**config.mk**
```make
export PLATFORM = sky130hd
export DESIGN_NAME = pcb_top
export DESIGN_NICKNAME = d
export VERILOG_FILES = /design/src/rtl/pcb_pkg.sv /design/src/rtl/pcb_src_mux.sv /design/src/rtl/pcb_top.sv
export SDC_FILE = /design/constraint.sdc
export NUM_CORES = 1
export LEC_CHECK = 0
export BUFFER_PORTS_ARGS = -buffer_cell sky130_fd_sc_hd__buf_2
export CORE_MARGIN = 8
export CORE_UTILIZATION = 45
export DETAILED_ROUTE_END_ITERATION = 12
export GPL_ROUTABILITY_DRIVEN = 0
export GPL_TIMING_DRIVEN = 0
export HOLD_SLACK_MARGIN = 0.1
export PLACE_DENSITY = 0.88
export RECOVER_POWER = 100
export SYNTH_ARGS = -nofsm -noshare
export SYNTH_HDL_FRONTEND = slang
export SYNTH_SLANG_ARGS = --single-unit
```
**constraint.sdc**
```tcl
create_clock -name aclk -period 1.8 [get_ports aclk]
set_input_delay 0 -clock aclk [delete_from_list [all_inputs] [get_ports aclk]]
set_output_delay 0 -clock aclk [all_outputs]
set_load 0.005 [all_outputs]
```
**src/rtl/pcb_pkg.sv**
```systemverilog
// package for the pwm chop, state-blank and time-base capture block
// assumes a 32-bit axi4-lite register bus and a 16-bit time-base count
package pcb_pkg;

  // register byte offsets
  localparam logic [7:0] PCB_OFS_AUX     = 8'h00;
  localparam logic [7:0] PCB_OFS_CAPTURE = 8'h04;
  localparam logic [7:0] PCB_OFS_STATUS  = 8'h08;

  // aux control field positions
  localparam int PCB_LOW_CHOP_BIT   = 0;
  localparam int PCB_HIGH_CHOP_BIT  = 1;
  localparam int PCB_CHOP_SEL_LSB   = 2;
  localparam int PCB_BLANK_SEL_LSB  = 8;
  localparam int PCB_SEL_W          = 4;

  // capture field layout
  localparam int PCB_CAP_LSB = 3;
  localparam int PCB_CAP_W   = 13;

  // reset values
  localparam logic [15:0] PCB_AUX_RESET = 16'h0000;
  localparam logic [15:0] PCB_CAP_RESET = 16'h0000;

  // aux bits that exist; reserved and uncovered bits stay zero
  localparam logic [15:0] PCB_AUX_WMASK = 16'h0F3F;

  // source select codes
  localparam logic [3:0] PCB_SEL_NONE = 4'h0;
  localparam logic [3:0] PCB_SEL_GEN1 = 4'h1;
  localparam logic [3:0] PCB_SEL_GEN2 = 4'h2;
  localparam logic [3:0] PCB_SEL_GEN3 = 4'h3;

  // axi responses
  localparam logic [1:0] PCB_RESP_OKAY   = 2'h0;
  localparam logic [1:0] PCB_RESP_SLVERR = 2'h2;

  // capture resolution, eight time-base steps
  localparam real PCB_CAP_STEP_NS = 8.32;

  // chop output group
  typedef struct packed {
    logic primary_output;
    logic secondary_output;
  } pcb_pwm_pair_t;

  // blank enables
  typedef struct packed {
    logic blank_high_enable;
    logic blank_low_enable;
  } pcb_blank_en_t;

  // bus write handshake state
  typedef enum logic [1:0] {
    PCB_W_IDLE = 2'b00,
    PCB_W_RESP = 2'b01
  } pcb_wstate_t;

endpackage

```
**src/rtl/pcb_src_mux.sv**
```systemverilog
// source selector: picks one of three generator high outputs by code
// assumes the generator outputs are already on the pwm clock
`timescale 1ns/1ns
`default_nettype none
module pcb_src_mux
  import pcb_pkg::*;
(
  input  wire logic [3:0] sel,
  input  wire logic [2:0] gen_high,
  output var  logic       src_active
);
  // code decode, none and reserved give inactive
  always_comb begin
    case (sel)
      PCB_SEL_NONE: src_active = 1'b0;
      PCB_SEL_GEN1: src_active = gen_high[0];
      PCB_SEL_GEN2: src_active = gen_high[1];
      PCB_SEL_GEN3: src_active = gen_high[2];
      default:      src_active = 1'b0;
    endcase
  end
endmodule
`default_nettype wire

```
**src/rtl/pcb_top.sv**
```systemverilog
// top of the chop, state-blank and time-base capture logic with axi4-lite regs
// assumes generator outputs, limit and fault inputs are synchronous to aclk;
// the limit input given here is already past leading-edge blanking
//
// Decided for this implementation: the AXI4-Lite slave port and the address map.
`timescale 1ns/1ns
`default_nettype none
//
// Function
// - selected blank source masks limit and fault inputs when their blank enable set
// - blank select 0001, 0010, 0011 pick generator one, two, three high outputs
// - selected chop source gates each output whose chop enable is set
// - chop select 0001 to 0011 pick generators one to three; 0100 to 1111 reserved
// - leading edge on limit input stores time-base count into 13-bit field
// - three low capture register bits always read zero
// - capture works only from the primary high output path
// - capture uses limit signal after leading-edge blanking is done
// - captured value resolution is eight time-base steps, 8.32 ns
module pcb_top
  import pcb_pkg::*;
#(
  parameter int ADDR_W = 8
)(
  input  wire logic                  aclk,
  input  wire logic                  aresetn,
  input  wire logic                  clk_en,
  // axi4-lite slave
  input  wire logic [ADDR_W-1:0]     s_axi_awaddr,
  input  wire logic                  s_axi_awvalid,
  output var  logic                  s_axi_awready,
  input  wire logic [31:0]           s_axi_wdata,
  input  wire logic [3:0]            s_axi_wstrb,
  input  wire logic                  s_axi_wvalid,
  output var  logic                  s_axi_wready,
  output var  logic [1:0]            s_axi_bresp,
  output var  logic                  s_axi_bvalid,
  input  wire logic                  s_axi_bready,
  input  wire logic [ADDR_W-1:0]     s_axi_araddr,
  input  wire logic                  s_axi_arvalid,
  output var  logic                  s_axi_arready,
  output var  logic [31:0]           s_axi_rdata,
  output var  logic [1:0]            s_axi_rresp,
  output var  logic                  s_axi_rvalid,
  input  wire logic                  s_axi_rready,
  // channel side
  input  wire logic [2:0]            gen_high,
  input  wire pcb_pkg::pcb_pwm_pair_t pwm_in,
  input  wire pcb_pkg::pcb_blank_en_t blank_en,
  input  wire logic                  ext_period_reset_sel,
  input  wire logic                  limit_in,
  input  wire logic                  fault_in,
  input  wire logic [15:0]           time_base,
  output var  pcb_pkg::pcb_pwm_pair_t pwm_out,
  output var  logic                  limit_out,
  output var  logic                  fault_out
);
  import pcb_pkg::*;

  // refuse address widths that cannot hold the 8-bit register offsets
  if (ADDR_W < 8) begin : g_addr_w_check
    $error("pcb_top: ADDR_W below 8 cannot decode the register offsets");
  end
  // the capture field and its zero bits must fill the whole register
  if (PCB_CAP_LSB + PCB_CAP_W != $bits(PCB_CAP_RESET)) begin : g_cap_w_check
    $error("pcb_top: capture field does not fill the register");
  end

  // aux control and capture registers
  logic [15:0]  aux_r, aux_nxt;
  logic [15:0]  cap_r, cap_nxt;
  logic         limit_prev_r, limit_prev_nxt;
  pcb_pwm_pair_t pwm_out_nxt;
  logic         limit_out_nxt, fault_out_nxt;

  // bus state
  logic                aw_held_r, aw_held_nxt;
  logic                w_held_r, w_held_nxt;
  logic [ADDR_W-1:0]   awaddr_r, awaddr_nxt;
  logic [31:0]         wdata_r, wdata_nxt;
  logic [3:0]          wstrb_r, wstrb_nxt;
  logic                awready_nxt, wready_nxt, bvalid_nxt;
  logic [1:0]          bresp_nxt;
  logic                arready_nxt, rvalid_nxt;
  logic [31:0]         rdata_nxt;
  logic [1:0]          rresp_nxt;
  pcb_wstate_t         wstate_r, wstate_nxt;

  // aux map: [11:8] blank source code, [5:2] chop source code,
  // [1] chop the high output, [0] chop the low output; the rest reads 0
  // field views
  logic [3:0] blank_source_select;
  logic [3:0] chop_source_select;
  logic       high_chop_enable;
  logic       low_chop_enable;
  logic       blank_src, chop_src;
  logic [PCB_CAP_W-1:0] captured_count;
  logic       chop_sel_on;
  logic       high_gate, low_gate;
  logic       cap_edge;

  assign blank_source_select = aux_r[PCB_BLANK_SEL_LSB +: PCB_SEL_W];
  assign chop_source_select  = aux_r[PCB_CHOP_SEL_LSB +: PCB_SEL_W];
  assign high_chop_enable    = aux_r[PCB_HIGH_CHOP_BIT];
  assign low_chop_enable     = aux_r[PCB_LOW_CHOP_BIT];
  assign captured_count      = cap_r[PCB_CAP_LSB +: PCB_CAP_W];

  // both decoders share one module so blank and chop read the same codes;
  // none and reserved codes decode as an inactive source
  // blank source decode
  pcb_src_mux u_blank_mux (
    .sel        (blank_source_select),
    .gen_high   (gen_high),
    .src_active (blank_src)
  );

  // chop clock source decode
  pcb_src_mux u_chop_mux (
    .sel        (chop_source_select),
    .gen_high   (gen_high),
    .src_active (chop_src)
  );

  // output gating, masking and capture edge detect
  // a chop enable only bites while a source code is selected, so code
  // 0000 leaves both outputs untouched whatever the enable bits say
  always_comb begin
    chop_sel_on    = (chop_source_select != PCB_SEL_NONE);
    high_gate      = ~(high_chop_enable & chop_sel_on) | chop_src;
    low_gate       = ~(low_chop_enable & chop_sel_on) | chop_src;
    pwm_out_nxt.primary_output   = pwm_in.primary_output & high_gate;
    pwm_out_nxt.secondary_output = pwm_in.secondary_output & low_gate;
    limit_out_nxt  = limit_in & ~(blank_en.blank_high_enable & blank_src);
    fault_out_nxt  = fault_in & ~(blank_en.blank_low_enable & blank_src);
    limit_prev_nxt = limit_in;
    // limit_in comes after leading-edge blanking on the high output path,
    // so a blanked spike never shows here as an edge
    cap_edge       = limit_in & ~limit_prev_r;
    cap_nxt        = cap_r;
    // low time-base bits are dropped: one stored step is the coarse step
    if (cap_edge) begin
      cap_nxt = {time_base[PCB_CAP_LSB +: PCB_CAP_W], {PCB_CAP_LSB{1'b0}}};
    end
  end

  // axi write channel: address and data may come in either order or
  // together; each is parked until its partner is in, then the aux
  // register is updated and the response raised one cycle later.
  // both readies stay low until the response is taken, which keeps
  // one write in flight and needs no queue
  always_comb begin
    aw_held_nxt = aw_held_r;
    w_held_nxt  = w_held_r;
    awaddr_nxt  = awaddr_r;
    wdata_nxt   = wdata_r;
    wstrb_nxt   = wstrb_r;
    wstate_nxt  = wstate_r;
    bvalid_nxt  = s_axi_bvalid;
    bresp_nxt   = s_axi_bresp;
    aux_nxt     = aux_r;
    awready_nxt = 1'b0;
    wready_nxt  = 1'b0;
    case (wstate_r)
      PCB_W_IDLE: begin
        if (s_axi_awvalid & s_axi_awready) begin
          aw_held_nxt = 1'b1;
          awaddr_nxt  = s_axi_awaddr;
        end
        if (s_axi_wvalid & s_axi_wready) begin
          w_held_nxt = 1'b1;
          wdata_nxt  = s_axi_wdata;
          wstrb_nxt  = s_axi_wstrb;
        end
        awready_nxt = ~aw_held_nxt & ~(s_axi_awvalid & s_axi_awready);
        wready_nxt  = ~w_held_nxt & ~(s_axi_wvalid & s_axi_wready);
        if (aw_held_r & w_held_r) begin
          awready_nxt = 1'b0;
          wready_nxt  = 1'b0;
          bresp_nxt   = PCB_RESP_OKAY;
          // capture and status ignore writes but still answer okay
          if (awaddr_r[7:0] == PCB_OFS_AUX) begin
            if (wstrb_r[0]) aux_nxt[7:0]  = wdata_r[7:0] & PCB_AUX_WMASK[7:0];
            if (wstrb_r[1]) aux_nxt[15:8] = wdata_r[15:8] & PCB_AUX_WMASK[15:8];
          end else if (awaddr_r[7:0] != PCB_OFS_CAPTURE &&
                       awaddr_r[7:0] != PCB_OFS_STATUS) begin
            bresp_nxt = PCB_RESP_SLVERR;
          end
          bvalid_nxt  = 1'b1;
          aw_held_nxt = 1'b0;
          w_held_nxt  = 1'b0;
          wstate_nxt  = PCB_W_RESP;
        end
      end
      // response stands until bready, then both readies reopen
      PCB_W_RESP: begin
        if (s_axi_bready) begin
          bvalid_nxt  = 1'b0;
          awready_nxt = 1'b1;
          wready_nxt  = 1'b1;
          wstate_nxt  = PCB_W_IDLE;
        end
      end
      default: wstate_nxt = PCB_W_IDLE;
    endcase
  end

  // read channel: data one cycle after the address, held until rready;
  // arready stays low meanwhile so only one read is ever in flight
  always_comb begin
    arready_nxt = s_axi_arready;
    rvalid_nxt  = s_axi_rvalid;
    rdata_nxt   = s_axi_rdata;
    rresp_nxt   = s_axi_rresp;
    if (s_axi_rvalid & s_axi_rready) begin
      rvalid_nxt  = 1'b0;
      arready_nxt = 1'b1;
    end else if (s_axi_arvalid & s_axi_arready) begin
      arready_nxt = 1'b0;
      rvalid_nxt  = 1'b1;
      rresp_nxt   = PCB_RESP_OKAY;
      case (s_axi_araddr[7:0])
        PCB_OFS_AUX:     rdata_nxt = {16'h0000, aux_r};
        // status: [3] period reset option, [2] chop source, [1] blank source,
        // [0] last limit sample
        PCB_OFS_CAPTURE: rdata_nxt = {16'h0000, captured_count, {PCB_CAP_LSB{1'b0}}};
        PCB_OFS_STATUS:  rdata_nxt = {28'h000_0000, ext_period_reset_sel,
                                      chop_src, blank_src, limit_prev_r};
        default: begin
          rdata_nxt = 32'h0000_0000;
          rresp_nxt = PCB_RESP_SLVERR;
        end
      endcase
    end
  end

  // channel registers; clk_en low freezes them together with the bus
  // state so gating and capture stay in step with the register view
  always_ff @(posedge aclk) begin
    if (!aresetn) begin
      cap_r          <= PCB_CAP_RESET;
      limit_prev_r   <= 1'b0;
      pwm_out        <= '0;
      limit_out      <= 1'b0;
      fault_out      <= 1'b0;
    end else if (clk_en) begin
      cap_r          <= cap_nxt;
      limit_prev_r   <= limit_prev_nxt;
      pwm_out        <= pwm_out_nxt;
      limit_out      <= limit_out_nxt;
      fault_out      <= fault_out_nxt;
    end
  end

  // write channel and aux registers
  always_ff @(posedge aclk) begin
    if (!aresetn) begin
      aux_r          <= PCB_AUX_RESET;
      aw_held_r      <= 1'b0;
      w_held_r       <= 1'b0;
      awaddr_r       <= '0;
      wdata_r        <= 32'h0000_0000;
      wstrb_r        <= 4'h0;
      wstate_r       <= PCB_W_IDLE;
      s_axi_awready  <= 1'b1;
      s_axi_wready   <= 1'b1;
      s_axi_bvalid   <= 1'b0;
      s_axi_bresp    <= PCB_RESP_OKAY;
    end else if (clk_en) begin
      aux_r          <= aux_nxt;
      aw_held_r      <= aw_held_nxt;
      w_held_r       <= w_held_nxt;
      awaddr_r       <= awaddr_nxt;
      wdata_r        <= wdata_nxt;
      wstrb_r        <= wstrb_nxt;
      wstate_r       <= wstate_nxt;
      s_axi_awready  <= awready_nxt;
      s_axi_wready   <= wready_nxt;
      s_axi_bvalid   <= bvalid_nxt;
      s_axi_bresp    <= bresp_nxt;
    end
  end

  // read channel registers
  always_ff @(posedge aclk) begin
    if (!aresetn) begin
      s_axi_arready  <= 1'b1;
      s_axi_rvalid   <= 1'b0;
      s_axi_rdata    <= 32'h0000_0000;
      s_axi_rresp    <= PCB_RESP_OKAY;
    end else if (clk_en) begin
      s_axi_arready  <= arready_nxt;
      s_axi_rvalid   <= rvalid_nxt;
      s_axi_rdata    <= rdata_nxt;
      s_axi_rresp    <= rresp_nxt;
    end
  end
endmodule
`default_nettype wire

```
==> impl_metrics.py <==
metrics = {
    "routing": {
        "drc": 0,
        "dr.first_iter.drc_count": 278,
        "vias": 3256,
        "drt-total-wl_mm": 10.3,
        "antenna_left": 0,
        "vias_per_cell": 5.27,
        "wl_per_cell_um": 16.7,
        "dr.pass1.iters": 5,
    },
    "sta": {
        "setup_ws_ns": -0.0592,
        "fmax_ghz": 0.538,
        "period_share_pct": 103,
        "slew_viol_final": 0,
        "hold_ws_ns": 0.131,
        "tns_ns": -0.0713,
        "worstMarginPinSlew_ns": 0.625,
        "clock_skew_ns": 0.00802,
        "setup_viol": 3,
        "period_minus_slack_ns": 1.86,
        "hold_violations": 0,
        "slew_headroom_pct": 58.4,
    },
    "yosys": {
        "synth_compound_area_share_pct": 15.0,
        "syn_area_um2": 3130,
        "synth_top_area_share_pct": 46.7,
        "synth.area.top_cells": "dfxtp_1 47%, nand2_1 12%, a21oi_1 7.4%, mux2i_1 6.7%, buf_4 4.8%",
        "synthAdderAreaFrac_pct": 0,
        "ys_async_sr_fraction_pct": 0,
        "muxShareOfSynthArea_pct": 6.71,
        "synth-simple-area-share_pct": 23.1,
        "synth_top_family_by_area": "simple AND/OR/NAND/NOR gates",
        "synthFlopType": "dfxtp_1",
        "yosys_register_bits": 73,
        "synth_edf_count": 0,
        "syn_inst": 368,
        "ys.warnings.count": 0,
        "synth_xor_area_share_pct": 0,
        "synthTopCellsByCount": "104 x nand2_1, 73 x dfxtp_1, 46 x a21oi_1",
        "yosys.area.top_type": "dfxtp_1",
        "syn_area_per_cell_um2": 8.51,
        "ys_seq_area_share_pct": 46.7,
        "ys_types": 42,
        "yosysMostFrequentCell": "nand2_1",
    },
    "cells_and_area": {
        "area_growth_syn_to_layout_pct": 42.1,
        "fill_cells": 535,
        "drive_above_1_share_pct": 21.9,
        "ff_latch_area_um2": 1460,
        "multiInputGateArea_um2": 1500,
        "layout.nets": 619,
        "antenna_cells": 0,
    },
    "floorplanning": {
        "dieArea_um2": 9880,
        "core_um2": 6760,
        "rows": 30,
        "start_util_pct": 46.3,
        "ios": 131,
        "fp.dieH_um": 99.4,
        "die_w_um": 99.4,
    },
    "status": {
        "status": "finished with violations",
        "violations": "setup timing",
    },
    "critical_path": {
        "reg2reg_from": "awaddr_r[0]$_SDFFE_PN0P_",
        "cp.arrival_ns": 2.14,
        "cp_cell_sequence": "or4_4 > nor3_2 > and4_1 > buf_6 > mux2i_4",
        "end_kind": "register",
        "cp_slowest_stage_delay_ns": 0.52,
        "crit_fanout": 6,
        "cpMaxStageDelayCell": "or4_4",
        "crit_type": "reg2reg",
        "cp-start-kind": "register",
        "critPathRequiredTime_ns": 2.08,
        "critPathLaunch": "awaddr_r[0]$_SDFFE_PN0P_",
    },
    "clock_network": {
        "path_clk_slew_ns": 0.08,
        "cts_buffer_depth": 2,
        "worstSkewPairLatency_ns": 0.36,
        "cts-root-buf": "clkbuf_8",
        "h-tree-depth": 3,
        "cts_tree": "done",
        "clkSinkCount": 73,
        "cts_made_buffers": 9,
    },
    "pwr": {
        "powerDensity_nw_per_um2": 759,
        "ir_worst_vdd_mv": 0.380,
        "p_leak_nw": 1.83,
    },
    "grt": {
        "gr-total-overflow": 0,
        "grt_start_max_net_pins": 13,
        "grt_pass1_wl_mm": 16.2,
        "grt_pass1_vias": 3366,
        "antenna_found_initial": 0,
        "grt.total_usage_pct": 20.5,
    },
    "placed_design": {
        "place_hpwl_mm": 6.66,
        "post-place-ws_ns": 0.0923,
        "io_buffers": 83,
    },
    "flow_run": {
        "cap_violations": 0,
    },
    "worst_hold_path": {
        "min-delay-path-class": "in2reg",
        "hp-start": "gen_high[1]",
    },
}
==> kinds of logic after synthesis <==
kind of cell | after synthesis
AO/OA/AOI/OAI | 74
buffers and inverters | 44
flip-flops | 73
multiplexers | 21
other | 1
AND/OR/NAND/NOR | 155
==> critical path: cells and delay by family (launching register included) <==
family	cells	cell delay [ns]
buffers and inverters	1	0.16
flip-flops	1	0.34
AND/OR/NAND/NOR	3	1.05
multiplexers	1	0.24
==> stage by stage <==
step | area (um2) | instances | utilization, % | total power, W
floorplan | 3190 | 385 | - | 0.00194
global placement | 3710 | 548 | 54.9 | 0.00206
detailed placement | 3710 | 548 | 54.9 | 0.00208
CTS | 4430 | 618 | 65.6 | 0.00333
global route | 4450 | 618 | 65.9 | 0.00349
finish | 4450 | 618 | 65.9 | 0.00338
==> cell usage in the layout (no fill, tap or decap), types with 2 or more instances in the layout <==
cell	instances
and3_1	3
mux2i_1	20
nand2_1	104
a31o_2	2
or4_4	2
o21ai_0	4
nand3_1	7
buf_4	20
clkinvlp_4	3
clkbuf_8	11
buf_2	65
a22oi_1	2
a31oi_1	3
o2bb2ai_1	6
inv_1	3
nand3b_1	5
conb_1	18
clkbuf_1	35
dfxtp_1	73
nand2b_1	3
dlygate4sd3_1	54
buf_6	3
nand4b_1	6
nor2b_1	2
a21oi_1	46
nor2_1	13
==> final timing paths <==
check | slack (ns) | cells after the start | to
setup reg to reg | -0.06 | 5 | aux_r[2]$_SDFFE_PN0P_
hold reg to reg | 0.46 | 2 | s_axi_rdata[6]$_SDFFE_PN0P_
hold / removal | 0.13 | 3 | s_axi_rdata[2]$_SDFFE_PN0P_
setup / recovery | -0.06 | 5 | aux_r[2]$_SDFFE_PN0P_
==> power breakdown <==
group	switching (W)	internal (W)
logic	0.000225	0.000239
registers	0.0000396	0.00167
clock network	0.000631	0.000573
total	0.000896	0.00248
==> flip-flops by register name, indices dropped and copies added (netlist names), 2 cells and up <==
signal       cells
wdata_r         10
wstrb_r          2
aux_r           10
cap_r           13
s_axi_rdata     16
awaddr_r         8
pwm_out          2
==> routing by layer <==
metal / vias up / global-route usage [%] / routed length [um] / part of all wire, %
li1: 1555 / - / - / -
met1: 1497 / 20.8 / 4040 / 39
met2: 158 / 36.3 / 5200 / 50
met3: 46 / 6.35 / 722 / 7.0
met4: 0 / 11.9 / 367 / 3.6
met5: - / 0 / 0 / 0
==> timing repair <==
item,in CTS,in global routing
gates resized for setup,0,12
hold endpoints to repair,52,0
buffers inserted,0,1
hold buffers,54,0
endpoints found under the setup margin,0,14
==> area by class of cell <==
class                           count  share of cell area (%)
Clock buffer                       12                    3.49
Clock inverter                      4                   0.619
Sequential cell                    73                    32.8
Buffer                             40                    5.65
Tap cell                           80                    2.25
Timing Repair Buffer              138                    21.1
Multi-Input combinational cell    268                    33.8
Inverter                            3                   0.253
(Power assumes the default switching activity.)
